<file path="config.mk">
export PLATFORM = sky130hd
export DESIGN_NAME = dsm_top
export DESIGN_NICKNAME = d
export VERILOG_FILES = /design/src/pkg/dsm_pkg.sv /design/src/dsm_sync.sv /design/src/dsm_modulator.sv /design/src/dsm_top.sv
export SDC_FILE = /design/constraint.sdc
export NUM_CORES = 1
export LEC_CHECK = 0
export ABC_AREA = 0
export BUFFER_PORTS_ARGS = -buffer_cell sky130_fd_sc_hd__buf_2
export CAP_MARGIN = 20
export CORE_MARGIN = 3
export CORE_UTILIZATION = 45
export DETAILED_ROUTE_END_ITERATION = 6
export HOLD_SLACK_MARGIN = 0.08
export PLACE_DENSITY = 0.73
export RECOVER_POWER = 50
export SETUP_SLACK_MARGIN = 0.2
export SLEW_MARGIN = 15
export SYNTH_ARGS = -nofsm -noshare
export SYNTH_HDL_FRONTEND = slang
export SYNTH_SLANG_ARGS = --single-unit
</file>
<file path="constraint.sdc">
create_clock -name aclk -period 10.3 [get_ports aclk]
set_input_delay 1.545 -clock aclk [delete_from_list [all_inputs] [get_ports aclk]]
set_output_delay 1.545 -clock aclk [all_outputs]
set_load 0.01 [all_outputs]
</file>
<file path="src/pkg/dsm_pkg.sv">
/*
  Shared constants and carrier types for the digital side of a second-order
  delta-sigma modulator model. Assumes a single system clock of 20 MHz.
*/
package dsm_pkg;

  // ****************************************************
  // widths and AXI4-Lite register map
  // ****************************************************
  localparam int DATA_W = 32;
  localparam int ADDR_W = 8;
  localparam int ACC_W = 24;
  localparam logic [ADDR_W-1:0] CTRL_OFFS = 8'h00;
  localparam logic [ADDR_W-1:0] INPUT_OFFS = 8'h04;
  localparam logic [ADDR_W-1:0] CLKDIV_OFFS = 8'h08;
  localparam logic [ADDR_W-1:0] STATUS_OFFS = 8'h0C;
  localparam logic [ADDR_W-1:0] ONES_OFFS = 8'h10;
  localparam logic [ADDR_W-1:0] CYCLES_OFFS = 8'h14;

  // ctrl field positions
  localparam int CTRL_RUN_BIT = 0;
  localparam int CTRL_GAIN_SEL_BIT = 1;
  localparam int CTRL_CAL_N_BIT = 2;
  localparam int CTRL_REF_EN_BIT = 3;
  localparam int CTRL_BIAS_EN_BIT = 4;
  localparam int CTRL_PIN_SRC_BIT = 5;

  // reset values
  localparam logic [DATA_W-1:0] CTRL_RESET = 32'h0000_0004;
  localparam logic [DATA_W-1:0] INPUT_RESET = 32'h0000_0000;
  // modulator clock 320 kHz from 20 MHz: divide by 62
  localparam logic [15:0] CLKDIV_RESET = 16'h003E;
  // 20 kHz .. 1 MHz at 20 MHz: divider 20..1000
  localparam logic [15:0] CLKDIV_MIN = 16'h0014;
  localparam logic [15:0] CLKDIV_MAX = 16'h03E8;

  // ****************************************************
  // analog scaling, input code is signed, full scale = +/-FS_CODE (5 V)
  // density = 0.5 + 0.4*x/FS, so feedback levels are +/- FS/0.8
  // ****************************************************
  localparam int FS_CODE = 20000;
  localparam int FB_LEVEL = 25000;
  localparam int REF_CODE = 10000;
  localparam logic [1:0] SRC_NORMAL = 2'h0;
  localparam logic [1:0] SRC_OFFSET = 2'h1;
  localparam logic [1:0] SRC_FULL = 2'h2;

  typedef enum logic [1:0] {
    MODE_NORMAL = 2'b00,
    MODE_OFFSET = 2'b01,
    MODE_FULL = 2'b11
  } cal_mode_t;

  typedef struct packed {
    logic gain_sel;
    logic cal_n;
    logic ref_en;
    logic bias_en;
  } pin_ctrl_t;

  typedef struct packed {
    logic ref_drive;
    logic bias_drive;
  } analog_en_t;

endpackage

</file>
<file path="src/dsm_sync.sv">
/*
  Three-flop synchroniser with agreement filter for asynchronous pins.
  Assumes aclk domain and synchronous active-low reset.
*/
`timescale 1ns/1ps
`default_nettype none
module dsm_sync #(
  parameter int W = 4
) (
  input wire logic aclk,
  input wire logic aresetn,
  input wire logic [W-1:0] async_in,
  output logic [W-1:0] sync_out
);
  logic [W-1:0] s1_q, s2_q, s3_q, out_q;
  logic [W-1:0] out_d;

  always_comb begin
    out_d = out_q;
    // first stage feeds only the second
    for (int i = 0; i < W; i++) begin
      if (s2_q[i] == s3_q[i]) begin
        out_d[i] = s3_q[i];
      end
    end
  end

  always_ff @(posedge aclk) begin
    if (!aresetn) begin
      s1_q <= '0;
      s2_q <= '0;
      s3_q <= '0;
      out_q <= '0;
    end else begin
      s1_q <= async_in;
      s2_q <= s1_q;
      s3_q <= s2_q;
      out_q <= out_d;
    end
  end

  assign sync_out = out_q;
endmodule
`default_nettype wire

</file>
<file path="src/dsm_modulator.sv">
/*
  Second-order delta-sigma loop: two integrators and a one-bit quantiser,
  advanced once per modulator-clock enable. Assumes aclk domain.
*/
`timescale 1ns/1ps
`default_nettype none
module dsm_modulator (
  input wire logic aclk,
  input wire logic aresetn,
  input wire logic step_en,
  input wire logic signed [dsm_pkg::ACC_W-1:0] sample,
  output logic bit_out
);
  logic signed [dsm_pkg::ACC_W+3:0] int1_q, int1_d, int2_q, int2_d, fb;
  logic bit_q, bit_d;

  always_comb begin
    fb = bit_q ? (dsm_pkg::ACC_W+4)'(dsm_pkg::FB_LEVEL) : -(dsm_pkg::ACC_W+4)'(dsm_pkg::FB_LEVEL);
    int1_d = int1_q;
    int2_d = int2_q;
    bit_d = bit_q;
    if (step_en) begin
      // dac answers the previous decision, one step later
      int1_d = int1_q + (dsm_pkg::ACC_W+4)'(sample) - fb;
      int2_d = int2_q + int1_d - fb;
      bit_d = !int2_d[dsm_pkg::ACC_W+3];
    end
  end

  always_ff @(posedge aclk) begin
    if (!aresetn) begin
      int1_q <= '0;
      int2_q <= '0;
      bit_q <= 1'b0;
    end else begin
      int1_q <= int1_d;
      int2_q <= int2_d;
      bit_q <= bit_d;
    end
  end

  assign bit_out = bit_q;
endmodule
`default_nettype wire

</file>
<file path="src/dsm_top.sv">
/*
  Digital side of a delta-sigma modulator with calibration switching,
  reference and bias enables, and an AXI4-Lite register slave.
  Assumes one 20 MHz clock, synchronous active-low reset, and a receiver
  that samples the stream on the falling modulator-clock edge.
*/
// The placing of the registers and register access over AXI4-Lite were chosen for this implementation.
// Function
// - modulator clock enable paces sampling, loop and output framing together.
// - zero input gives half ones density.
// - plus five volts gives ninety percent ones.
// - minus five volts gives ten percent ones.
// - active-low cal enable; gain-select 0 with cal low grounds inputs.
// - gain-select 1 with cal low references inputs to reference voltage; the code feeds the full-scale FS_CODE (5 V) instead.
// - calibration modes still output a normal stream.
// - reference output drives 2.5 V only when enabled, else high impedance.
// - bias output drives 1.33 times reference only when enabled.
`timescale 1ns/1ps
`default_nettype none
module dsm_top (
  input wire logic aclk,
  input wire logic aresetn,
  input wire logic [dsm_pkg::ADDR_W-1:0] s_axi_awaddr,
  input wire logic s_axi_awvalid,
  output logic s_axi_awready,
  input wire logic [dsm_pkg::DATA_W-1:0] s_axi_wdata,
  input wire logic [3:0] s_axi_wstrb,
  input wire logic s_axi_wvalid,
  output logic s_axi_wready,
  output logic [1:0] s_axi_bresp,
  output logic s_axi_bvalid,
  input wire logic s_axi_bready,
  input wire logic [dsm_pkg::ADDR_W-1:0] s_axi_araddr,
  input wire logic s_axi_arvalid,
  output logic s_axi_arready,
  output logic [dsm_pkg::DATA_W-1:0] s_axi_rdata,
  output logic [1:0] s_axi_rresp,
  output logic s_axi_rvalid,
  input wire logic s_axi_rready,
  input wire logic gain_sel_pin,
  input wire logic cal_n_pin,
  input wire logic ref_en_pin,
  input wire logic bias_en_pin,
  output logic mod_clk,
  output logic density_bitstream_out,
  output logic ref_out_oe_n,
  output logic bias_out_oe_n
);

  // ****************************************************
  // helpers
  // ****************************************************
  function automatic logic [31:0] merge(input logic [31:0] old, input logic [31:0] nw, input logic [3:0] be);
    logic [31:0] r;
    r = old;
    for (int i = 0; i < 4; i++) begin
      if (be[i]) begin
        r[8*i +: 8] = nw[8*i +: 8];
      end
    end
    return r;
  endfunction

  function automatic dsm_pkg::cal_mode_t decode_mode(input dsm_pkg::pin_ctrl_t p);
    if (p.cal_n) begin
      return dsm_pkg::MODE_NORMAL;
    end else if (p.gain_sel) begin
      return dsm_pkg::MODE_FULL;
    end else begin
      return dsm_pkg::MODE_OFFSET;
    end
  endfunction

  // ****************************************************
  // registers
  // ****************************************************
  logic [31:0] ctrl_q, ctrl_d, input_q, input_d;
  logic [15:0] div_q, div_d;
  logic [31:0] ones_q, ones_d, cyc_q, cyc_d;
  logic aw_held_q, aw_held_d, w_held_q, w_held_d, bvalid_q, bvalid_d;
  logic [dsm_pkg::ADDR_W-1:0] awaddr_q, awaddr_d;
  logic [31:0] wdata_q, wdata_d;
  logic [3:0] wstrb_q, wstrb_d;
  logic [1:0] bresp_q, bresp_d, rresp_q, rresp_d;
  logic rvalid_q, rvalid_d;
  logic [31:0] rdata_q, rdata_d;
  logic do_write, do_read;

  // ****************************************************
  // pin synchronisers and mode
  // ****************************************************
  logic [3:0] pins_sync;
  dsm_sync #(.W(4)) u_sync (
    .aclk(aclk),
    .aresetn(aresetn),
    .async_in({gain_sel_pin, cal_n_pin, ref_en_pin, bias_en_pin}),
    .sync_out(pins_sync)
  );

  dsm_pkg::pin_ctrl_t pins;
  dsm_pkg::cal_mode_t mode;
  dsm_pkg::analog_en_t aen;
  always_comb begin
    if (ctrl_q[dsm_pkg::CTRL_PIN_SRC_BIT]) begin
      pins = dsm_pkg::pin_ctrl_t'(pins_sync);
    end else begin
      pins.gain_sel = ctrl_q[dsm_pkg::CTRL_GAIN_SEL_BIT];
      pins.cal_n = ctrl_q[dsm_pkg::CTRL_CAL_N_BIT];
      pins.ref_en = ctrl_q[dsm_pkg::CTRL_REF_EN_BIT];
      pins.bias_en = ctrl_q[dsm_pkg::CTRL_BIAS_EN_BIT];
    end
    mode = decode_mode(pins);
    aen.ref_drive = pins.ref_en;
    aen.bias_drive = pins.bias_en;
  end

  // ****************************************************
  // modulator clock divider
  // ****************************************************
  logic [15:0] cnt_q, cnt_d;
  logic mclk_q, mclk_d, rise_en;
  logic [15:0] div_eff;
  always_comb begin
    // out-of-range divider values are clamped to the supported clock range
    if (div_q < dsm_pkg::CLKDIV_MIN) begin
      div_eff = dsm_pkg::CLKDIV_MIN;
    end else if (div_q > dsm_pkg::CLKDIV_MAX) begin
      div_eff = dsm_pkg::CLKDIV_MAX;
    end else begin
      div_eff = div_q;
    end
    cnt_d = cnt_q;
    mclk_d = mclk_q;
    rise_en = 1'b0;
    if (ctrl_q[dsm_pkg::CTRL_RUN_BIT]) begin
      if (cnt_q >= div_eff - 16'h0001) begin
        cnt_d = '0;
        mclk_d = 1'b1;
        rise_en = 1'b1;
      end else begin
        cnt_d = cnt_q + 16'h0001;
        // fixed half-period split keeps the duty cycle constant
        if (cnt_q == (div_eff >> 1) - 16'h0001) begin
          mclk_d = 1'b0;
        end
      end
    end else begin
      cnt_d = '0;
      mclk_d = 1'b0;
    end
  end

  // ****************************************************
  // input selection and loop
  // ****************************************************
  logic signed [dsm_pkg::ACC_W-1:0] sample;
  always_comb begin
    case (mode)
      dsm_pkg::MODE_OFFSET: sample = '0;
      dsm_pkg::MODE_FULL: sample = dsm_pkg::ACC_W'(dsm_pkg::FS_CODE);
      default: sample = input_q[dsm_pkg::ACC_W-1:0];
    endcase
  end

  logic bit_w;
  dsm_modulator u_mod (
    .aclk(aclk),
    .aresetn(aresetn),
    .step_en(rise_en),
    .sample(sample),
    .bit_out(bit_w)
  );

  // ****************************************************
  // density counters for software observation
  // ****************************************************
  always_comb begin
    ones_d = ones_q;
    cyc_d = cyc_q;
    if (do_write && awaddr_q == dsm_pkg::ONES_OFFS) begin
      ones_d = '0;
      cyc_d = '0;
    end else if (rise_en) begin
      ones_d = ones_q + {31'h0, bit_w};
      cyc_d = cyc_q + 32'h1;
    end
  end

  // ****************************************************
  // AXI4-Lite slave
  // ****************************************************
  always_comb begin
    aw_held_d = aw_held_q;
    w_held_d = w_held_q;
    awaddr_d = awaddr_q;
    wdata_d = wdata_q;
    wstrb_d = wstrb_q;
    bvalid_d = bvalid_q;
    bresp_d = bresp_q;
    ctrl_d = ctrl_q;
    input_d = input_q;
    div_d = div_q;
    do_write = 1'b0;
    if (s_axi_awvalid && s_axi_awready) begin
      aw_held_d = 1'b1;
      awaddr_d = s_axi_awaddr;
    end
    if (s_axi_wvalid && s_axi_wready) begin
      w_held_d = 1'b1;
      wdata_d = s_axi_wdata;
      wstrb_d = s_axi_wstrb;
    end
    if (aw_held_q && w_held_q && !bvalid_q) begin
      do_write = 1'b1;
      aw_held_d = 1'b0;
      w_held_d = 1'b0;
      bvalid_d = 1'b1;
      bresp_d = 2'h0;
      if (awaddr_q == dsm_pkg::CTRL_OFFS) begin
        ctrl_d = merge(ctrl_q, wdata_q, wstrb_q) & 32'h0000_003F;
      end else if (awaddr_q == dsm_pkg::INPUT_OFFS) begin
        input_d = merge(input_q, wdata_q, wstrb_q);
      end else if (awaddr_q == dsm_pkg::CLKDIV_OFFS) begin
        div_d = 16'(merge({16'h0, div_q}, wdata_q, wstrb_q));
      end else if (awaddr_q == dsm_pkg::ONES_OFFS) begin
        bresp_d = 2'h0;
      end else begin
        bresp_d = 2'h2;
      end
    end else if (bvalid_q && s_axi_bready) begin
      bvalid_d = 1'b0;
    end
  end

  assign s_axi_awready = !aw_held_q && !bvalid_q;
  assign s_axi_wready = !w_held_q && !bvalid_q;
  assign s_axi_bvalid = bvalid_q;
  assign s_axi_bresp = bresp_q;
  assign s_axi_arready = !rvalid_q;
  assign do_read = s_axi_arvalid && !rvalid_q;

  always_comb begin
    rvalid_d = rvalid_q;
    rdata_d = rdata_q;
    rresp_d = rresp_q;
    if (do_read) begin
      rvalid_d = 1'b1;
      rresp_d = 2'h0;
      if (s_axi_araddr == dsm_pkg::CTRL_OFFS) begin
        rdata_d = ctrl_q;
      end else if (s_axi_araddr == dsm_pkg::INPUT_OFFS) begin
        rdata_d = input_q;
      end else if (s_axi_araddr == dsm_pkg::CLKDIV_OFFS) begin
        rdata_d = {16'h0, div_q};
      end else if (s_axi_araddr == dsm_pkg::STATUS_OFFS) begin
        rdata_d = {26'h0, aen.bias_drive, aen.ref_drive, mode, mclk_q, bit_w};
      end else if (s_axi_araddr == dsm_pkg::ONES_OFFS) begin
        rdata_d = ones_q;
      end else if (s_axi_araddr == dsm_pkg::CYCLES_OFFS) begin
        rdata_d = cyc_q;
      end else begin
        rdata_d = 32'h0;
        rresp_d = 2'h2;
      end
    end else if (rvalid_q && s_axi_rready) begin
      rvalid_d = 1'b0;
    end
  end

  assign s_axi_rvalid = rvalid_q;
  assign s_axi_rdata = rdata_q;
  assign s_axi_rresp = rresp_q;

  always_ff @(posedge aclk) begin
    if (!aresetn) begin
      ctrl_q <= dsm_pkg::CTRL_RESET;
      input_q <= dsm_pkg::INPUT_RESET;
      div_q <= dsm_pkg::CLKDIV_RESET;
      ones_q <= '0;
      cyc_q <= '0;
      cnt_q <= '0;
      mclk_q <= 1'b0;
      aw_held_q <= 1'b0;
      w_held_q <= 1'b0;
      awaddr_q <= '0;
      wdata_q <= '0;
      wstrb_q <= '0;
      bvalid_q <= 1'b0;
      bresp_q <= 2'h0;
      rvalid_q <= 1'b0;
      rdata_q <= '0;
      rresp_q <= 2'h0;
    end else begin
      ctrl_q <= ctrl_d;
      input_q <= input_d;
      div_q <= div_d;
      ones_q <= ones_d;
      cyc_q <= cyc_d;
      cnt_q <= cnt_d;
      mclk_q <= mclk_d;
      aw_held_q <= aw_held_d;
      w_held_q <= w_held_d;
      awaddr_q <= awaddr_d;
      wdata_q <= wdata_d;
      wstrb_q <= wstrb_d;
      bvalid_q <= bvalid_d;
      bresp_q <= bresp_d;
      rvalid_q <= rvalid_d;
      rdata_q <= rdata_d;
      rresp_q <= rresp_d;
    end
  end

  // ****************************************************
  // outputs
  // ****************************************************
  // bit changes with the rising edge, stable for the falling-edge sampler
  assign mod_clk = mclk_q;
  assign density_bitstream_out = bit_w;
  // low enable means driving; high means high impedance
  assign ref_out_oe_n = !aen.ref_drive;
  assign bias_out_oe_n = !aen.bias_drive;

endmodule
`default_nettype wire

</file>
# After elaboration in Yosys (flattened, before gate mapping)
# Cells that the tools add are included.
# Widths: inputs -> output; s select.
[totals] reg_bits=292 latchBits=0 mem_bits_rw=0 rom_bits=0 input_bits=63 output_inout_bits=45 n_memories=0
[op_classes] add_sub_neg=9 multipliers=0 n_div=0 order_cmp=3 eq_ne=15 shift=0 muxes=32 n_bitwise=4 reduce_logical=33
[ops] op="$mux 32" n=6
[ops] op="$sub 28x28->28" n=2
[ops] op="$pmux 24 s2" n=1
[ops] op="$add 32x1->32" n=1
[ops] op="$add 32x1->32 const B" n=1
[ops] op="$mux 16" n=2
[ops] op="$add 28x24->28" n=1
[ops] op="$add 28x28->28" n=1
[ops] op="$mux 28" n=1
[ops] op="$eq 8x4->1 const B" n=3
[ops] op="$eq 8x5->1 const B" n=3
[ops] op="$mux 2" n=12
[ops] op="$add 16x1->16 const B" n=1
[ops] op="$eq 16x16->1" n=1
[ops] op="$eq 8x3->1 const B" n=2
[ops] op="$ge 16x16->1" n=1
[ops] op="$gt 16x10->1 const B" n=1
[ops] op="$logic_not 8->1" n=2
[ops] op="$lt 16x5->1 const B" n=1
[ops] op="$reduce_and 4->1" n=4
[ops] op="$sub 15x1->16 const B" n=1
[ops] op="$sub 16x1->16 const B" n=1
[ops] op="$logic_and 1x1->1" n=10
[ops] op="$reduce_and 5->1" n=2
[ops] op="12 further kinds" n=35

# Logic depth before layout (Yosys ltp)
# Gate-level depths: netlist of run 1.
[depth] word_depth=10 ltp_mapped=26 depth_no_buf=25

# By module
# A second synthesis of run 1 with hierarchy kept.
[hier_totals] hier_cells=2176 hier_area_um2=18181.2
[modules_own_cells] mod="dsm_top" instances=1 cells_each=1446 area_each_um2=11732.5 seq_area_each_um2=4344.2
[modules_own_cells] mod="dsm_modulator" instances=1 cells_each=689 area_each_um2=5967.0 seq_area_each_um2=1141.1
[modules_own_cells] mod="dsm_sync" instances=1 cells_each=41 area_each_um2=481.7 seq_area_each_um2=320.3

# Worst setup path before layout of run 1
# Ideal clock, no wire load.
[synth_path] kind="reg-to-reg" from="register u_mod.bit_q (netlist: u_mod.bit_out)" to="register u_mod.int2_q[24] (netlist bit)" setup_ns=0.095 t_arrival_ns=7.356 slack_ns=2.849 stages_incl_launch_ff=23 path_cell_list="dfxtp_1 -> inv_1 -> fa_1 -> inv_1 -> ha_1 -> a21oi_1 -> nor2b_1 -> a21o_1 -> nand2_1 -> a41oi_1 -> o21bai_1 -> a211o_1 -> nand2_1 -> fa_1 -> inv_1 -> ha_1 -> and3_1 -> and2_1 -> a221o_1 -> or4_1 -> o21ai_2 -> o21ai_0 -> o311ai_1"
[synth_via] elab_chain_cells=4
[synth_rtl] element="start, declared" line_no="dsm_modulator.sv:15" text="logic bit_q, bit_d;"
[synth_rtl] element="start signal, assigned" line_no="dsm_modulator.sv:38" text="bit_q <= bit_d;"
[synth_rtl] element="$mux 28 (*)" line_no="dsm_modulator.sv:18" text="fb = bit_q ? (dsm_pkg::ACC_W+4)'(dsm_pkg::FB_LEVEL) : -(dsm_pkg::ACC_W+4)'(dsm_pkg::FB_LEVEL);"
[synth_rtl] element="$sub 28x28->28" line_no="dsm_modulator.sv:24" text="int1_d = int1_q + (dsm_pkg::ACC_W+4)'(sample) - fb;"
[synth_rtl] element="$add 28x28->28" line_no="dsm_modulator.sv:25" text="int2_d = int2_q + int1_d - fb;"
[synth_rtl] element="$sub 28x28->28 (*)" line_no="dsm_modulator.sv:25"
[synth_rtl] element="end signal, assigned" line_no="dsm_modulator.sv:37" text="int2_q <= int2_d;"
[synth_rtl] element="end, declared" line_no="dsm_modulator.sv:14" text="logic signed [dsm_pkg::ACC_W+3:0] int1_q, int1_d, int2_q, int2_d, fb;"
# Mark *: on every way between the ends. The rest lies on a longest branch, timed or not.
# A chain may end at the register's enable or synchronous reset.

==> results of run 1 <==
worst paths after layout:
check,start,to,slack (ns)
max reg2reg,ctrl_q[5]$_SDFFE_PN0P_,u_mod.int2_q[27]$_SDFFE_PN0P_,3.90
min,u_sync.s1_q[3]$_SDFF_PN0_,u_sync.s2_q[3]$_SDFF_PN0_,0.43
min reg2reg,u_sync.s1_q[3]$_SDFF_PN0_,u_sync.s2_q[3]$_SDFF_PN0_,0.43
max,aresetn,u_mod.int1_q[20]$_SDFFE_PN0P_,3.38
cells by family (layout without fill, tap and decap cells):
logic type | count (synthesis) | after routing | share of synthesized area (%)
simple gates | 785 | 785 | 22.0
compound gates | 469 | 469 | 17.5
flops | 290 | 290 | 34.6
buf+inv | 238 | 305 | 5.46
fa+ha+maj | 130 | 130 | 11.8
xor+xnor | 118 | 118 | 6.16
mux | 41 | 41 | 2.51
other cells | 2 | 8 | 0.0448
flip-flops by register name (all words and copies together) (netlist names), 4 cells and up:
signal and count:
u_mod.int1_q 28, cnt_q 16, u_sync.s2_q 4, awaddr_q 8, u_sync.s1_q 4, cyc_q 32
input_q 32, u_sync.sync_out 4, ones_q 32, s_axi_rdata 32, wstrb_q 4, ctrl_q 6
wdata_q 32, u_sync.s3_q 4, div_q 16, u_mod.int2_q 28
area by class of cell:
cell class                 instances  area share [%]
timing repair buffer             119            3.10
clock buffer                      47            5.20
multi-input combinational       1551            54.0
inverter                         125            2.52
clock inverter                    14           0.978
tap                              468            3.13
sequential                       290            31.1
cells in the mapped netlist (29+ instances only):
cell / count / share of area [%]
o21ai_0: 65 / 1.9
nor3_1: 53 / 1.6
inv_1: 124 / 2.8
a211oi_1: 29 / 1.3
xnor2_1: 78 / 4.1
fa_1: 46 / 5.5
xor2_1: 40 / 2.1
dfxtp_1: 290 / 35
nand3_1: 91 / 2.7
nand2_1: 298 / 6.7
ha_1: 84 / 6.3
and2_1: 35 / 1.3
a21oi_1: 207 / 6.2
mux2i_1: 33 / 2.0
clkbuf_1: 91 / 2.0
nor2_1: 173 / 3.9
power by group through the flow:
stage               clock network [mW]  logic (mW)  registers, mW
global route                      1.31       0.114           1.16
finish                            1.25       0.103           1.16
floorplan                            0      0.0692           1.17
global placement                     0       0.100           1.18
detailed placement                   0       0.103           1.18
CTS                               1.27       0.104           1.16
per-layer routing:
layer	global-route usage [%]	wire length (um)	part of all wire [%]
met1	31.1	19700	44
met2	35.0	20500	46
met3	3.78	3210	7.1
met4	7.52	1470	3.3
met5	0.988	50	0.11
==> flow_summary.json, run 1 <==
{
  "finalPower_mw": 2.51,
  "dieArea_um2": 39600,
  "postSynth.asyncResetShare_pct": 0,
  "hold_depth": 1,
  "fin_nets": 2315,
  "slew_headroom_pct": -146,
  "clk_latency_ns": 0.54,
  "cts_buffers": 35,
  "synth_edf_count": 0,
  "rr_worst_depth": 23,
  "skew_ns": 0.0185,
  "place_area_um2": 17600,
  "leakage_nw": 7.33,
  "layout_setup_ws_ns": 3.38,
  "gp_congestion": 0.930,
  "area_delta_synth_final_pct": 11.4,
  "postCtsSetupRepairBufs": 0,
  "p_seq_share_pct": 46.1,
  "outcome": "complete, but fails checks",
  "rsz0062_at_grt": "false",
  "firstDrtPassIters": 7,
  "power_switching_mw": 0.589,
  "fin_crit_sh_pct": 67.2,
  "regArea_um2": 5810,
  "cts_hold_buf": 0,
  "grt_max_degree": 101,
  "path_cells": "clkbuf_1, clkinvlp_2, clkbuf_1, nor4_1, a31oi_1, nand3_1",
  "synth_cells": 2073,
  "chipWidth_um": 199,
  "dp_hpwl_um": 32900,
  "synth.yosys.warnings": 0,
  "gr-total-overflow": 0,
  "io_pins": 108,
  "drv_cap": 3,
  "yosys.cell_types.count": 81,
  "core_area_um2": 36700,
  "cts_root_buf": "clkbuf_16",
  "syn_area_per_cell_um2": 8.09,
  "multiInputGateArea_um2": 10100,
  "syn_area_um2": 16800,
  "postRouteAntennaNets": 0,
  "cp.depth": 6,
  "vdd_drop_max_uv": 126,
  "crit_slowest_cell": "clkinvlp_2",
  "holdCritPathClass": "reg2reg",
  "final_cell_area_um2": 18700,
  "port_buffers": 105,
  "intPower_mw": 1.92,
  "cp_common_cell": "clkbuf_1",
  "wl_per_cell_um": 17.2,
  "finalSetupViolations": 0,
  "swShare_pct": 23.5,
  "drive_gt1_share_pct": 7.88,
  "fmax_mhz": 145,
  "violations": "capacitance limit, slew limit",
  "min_period_ns": 6.92,
  "h-tree-depth": 2,
  "n_fill_cell": 3505,
  "first_iter_violations": 1074,
  "routed_wl_um": 44900,
  "endpoint_kind": "register",
  "required_ns": 10.76,
  "row_count": 70,
  "cts.sinks": 290,
  "cts_tree": "done",
  "fin_setup_tns_ns": 0,
  "finalHoldViolCount": 0,
  "synthFlopType": "dfxtp_1",
  "grt_usage_pct": 22.3,
  "worstMarginPinSlew_ns": 3.69,
  "first_global_vias": 13900,
  "drc": 0,
  "drv_slew": 232,
  "place_inst": 2553,
  "initial_utilization_pct": 45.7,
  "cp_max_fo": 100,
  "clk_pin_slew_ns": 0.06,
  "vias": 14900,
  "final_common_cell": "nand2_1",
  "final_cell_mix": "296 x nand2_1, 289 x dfxtp_1, 207 x a21oi_1, 172 x nor2_1, 124 x inv_1",
  "cts_buffer_depth": 3,
  "place_ws_ns": 4.02,
  "fin_cells": 2614,
  "grt_pass1_wl_um": 72100,
  "ys_seq_area_share_pct": 34.6,
  "cts_resized": 0,
  "vias_per_cell": 5.71,
  "cp_slowest_stage_delay_ns": 2.66,
  "postLayoutCoreUtil_pct": 50.9,
  "antenna_found_initial": 0,
  "die_h_um": 199,
  "crit_buf_inv": 3,
  "crit_family": "buffers and inverters",
  "comb_power_share_pct": 4.1,
  "fin_hold_ws_ns": 0.431,
  "startpoint_type": "input port",
  "cp.arrival_ns": 7.38,
  "synth-seq-cells": 290,
  "path_class": "in2reg",
  "diodes": 0,
  "p_clk_share_pct": 49.8,
  "power.density_nw_per_um2": 134
}
No activity file was read; power rests on OpenSTA's default activity.
==> inputs of run 2 (changes only) <==
==> constraint.sdc (replaced) <==
create_clock -name aclk -period 6.53 [get_ports aclk]
set_input_delay 0.9795 -clock aclk [delete_from_list [all_inputs] [get_ports aclk]]
set_output_delay 0.9795 -clock aclk [all_outputs]
set_load 0.01 [all_outputs]
==> flow_summary.json, run 2 (synthesized netlist as in run 1, its figures left out) <==
{
  "outcome": "complete, but fails checks",
  "violations": "capacitance limit, slew limit",
  "clk_pin_slew_ns": 0.06,
  "worstMarginPinSlew_ns": 2.92,
  "place_inst": 2557,
  "postLayoutCoreUtil_pct": 51.1,
  "gp_congestion": 0.959,
  "endpoint_kind": "register",
  "dp_hpwl_um": 33700,
  "path_class": "reg2reg",
  "chipWidth_um": 199,
  "first_global_vias": 14000,
  "intPower_mw": 3.02,
  "initial_utilization_pct": 45.7,
  "vdd_drop_max_uv": 162,
  "dieArea_um2": 39600,
  "wl_per_cell_um": 17.8,
  "r2r-start": "ctrl_q[5]$_SDFFE_PN0P_",
  "postRouteAntennaNets": 0,
  "cts_buffer_depth": 3,
  "cp.arrival_ns": 6.41,
  "die_h_um": 199,
  "clk_latency_ns": 0.54,
  "vias_per_cell": 5.74,
  "cts_tree": "done",
  "holdCritPathClass": "reg2reg",
  "drive_gt1_share_pct": 8.33,
  "fin_crit_sh_pct": 92.1,
  "p_seq_share_pct": 46.0,
  "diodes": 0,
  "grt_pass1_wl_um": 73800,
  "slew_headroom_pct": -94.5,
  "final_cell_mix": "296 x nand2_1, 289 x dfxtp_1, 207 x a21oi_1, 171 x nor2_1, 123 x inv_1",
  "power.density_nw_per_um2": 212,
  "cts_root_buf": "clkbuf_16",
  "vias": 15000,
  "cts.sinks": 290,
  "finalHoldViolCount": 0,
  "drv_cap": 2,
  "drv_slew": 149,
  "core_area_um2": 36700,
  "antenna_found_initial": 1,
  "grt_usage_pct": 22.9,
  "swShare_pct": 23.9,
  "startpoint_type": "register",
  "min_period_ns": 6.01,
  "gr-total-overflow": 0,
  "power_switching_mw": 0.948,
  "fmax_mhz": 166,
  "cts_resized": 0,
  "leakage_nw": 7.36,
  "cp_max_fo": 6,
  "drc": 0,
  "worstHoldStart": "u_sync.s1_q[2]$_SDFF_PN0_",
  "fin_nets": 2319,
  "grt_max_degree": 97,
  "routed_wl_um": 46700,
  "first_iter_violations": 1365,
  "io_pins": 108,
  "fin_setup_tns_ns": 0,
  "final_common_cell": "nand2_1",
  "rsz0062_at_grt": "false",
  "cts_hold_buf": 0,
  "row_count": 70,
  "required_ns": 6.92,
  "p_clk_share_pct": 49.9,
  "port_buffers": 105,
  "h-tree-depth": 2,
  "postCtsSetupRepairBufs": 0,
  "comb_power_share_pct": 4.1,
  "n_fill_cell": 3515,
  "startpoint": "ctrl_q[5]$_SDFFE_PN0P_",
  "skew_ns": 0.0135,
  "firstDrtPassIters": 6,
  "finalSetupViolations": 0,
  "area_delta_synth_final_pct": 11.7,
  "cts_buffers": 35,
  "fin_cells": 2617
}
==> run 2: path summary, 6_finish.rpt <==
check,end,slack (ns),depth (start not counted)
worst max-delay path,u_mod.int2_q[26]$_SDFFE_PN0P_,0.52,26
worst min register to register,u_sync.s2_q[2]$_SDFF_PN0_,0.43,1
worst max register to register,u_mod.int2_q[26]$_SDFFE_PN0P_,0.52,26
worst min-delay path,u_sync.s2_q[2]$_SDFF_PN0_,0.43,1
==> run 2: final cells by class <==
type	count	area (um^2)	area share, %
Clock inverter	18	208	1.11
Timing Repair Buffer	123	602	3.21
Tap cell	468	586	3.13
Sequential cell	290	5810	31.0
Clock buffer	42	952	5.08
Multi-Input combinational cell	1551	10100	53.9
Inverter	125	478	2.55
==> run 2: power by group through the flow <==
stage	Clock (mW)	Combinational (mW)	Sequential [mW]
CTS	2.01	0.165	1.82
finish	1.98	0.163	1.83
floorplan	0	0.109	1.85
global route	2.07	0.181	1.83
detailed placement	0	0.164	1.86
global placement	0	0.161	1.86
==> run 2: worst max-delay path: stages (launching register included) <==
cell and delay, ns:
dfxtp_1 0.35, buf_4 0.17, mux2i_1 0.35, nor2_4 0.08
a21oi_1 0.23, fa_1 0.47, inv_1 0.07, ha_1 0.27
o21a_1 0.21, nand2_1 0.06, a21o_1 0.15, nand2_1 0.11
a41oi_1 0.30, o21bai_1 0.10, a211o_1 0.31, nand2_1 0.10
fa_1 0.42, inv_1 0.07, ha_1 0.28, and3_1 0.19
and2_1 0.18, a221o_1 0.35, or4_1 0.42, o21ai_2 0.19
o21ai_0 0.15, nand4b_1 0.12, o311ai_1 0.16
==> run 2: metal layers <==
layer | vias up | GRT usage (%) | part of all wire (%)
met1 | 7188 | 32.6 | 45
met4 | 0 | 7.39 | 2.9
met5 | - | 0 | 0
met2 | 472 | 36.0 | 46
met3 | 94 | 3.39 | 6.8
li1 | 7280 | - | -
==> run 2: per-stage QoR <==
stage	cell area (um^2)	worst slack (ns)	hold slack (ns)	power, mW
after floorplan	16800	0.242	0.412	1.96
after global placement	17600	0.495	0.421	2.02
after detailed placement	17600	0.420	0.423	2.03
after CTS	18800	0.382	0.436	4.00
after global routing	18700	0.211	0.455	4.08
final	18700	0.516	0.434	3.97
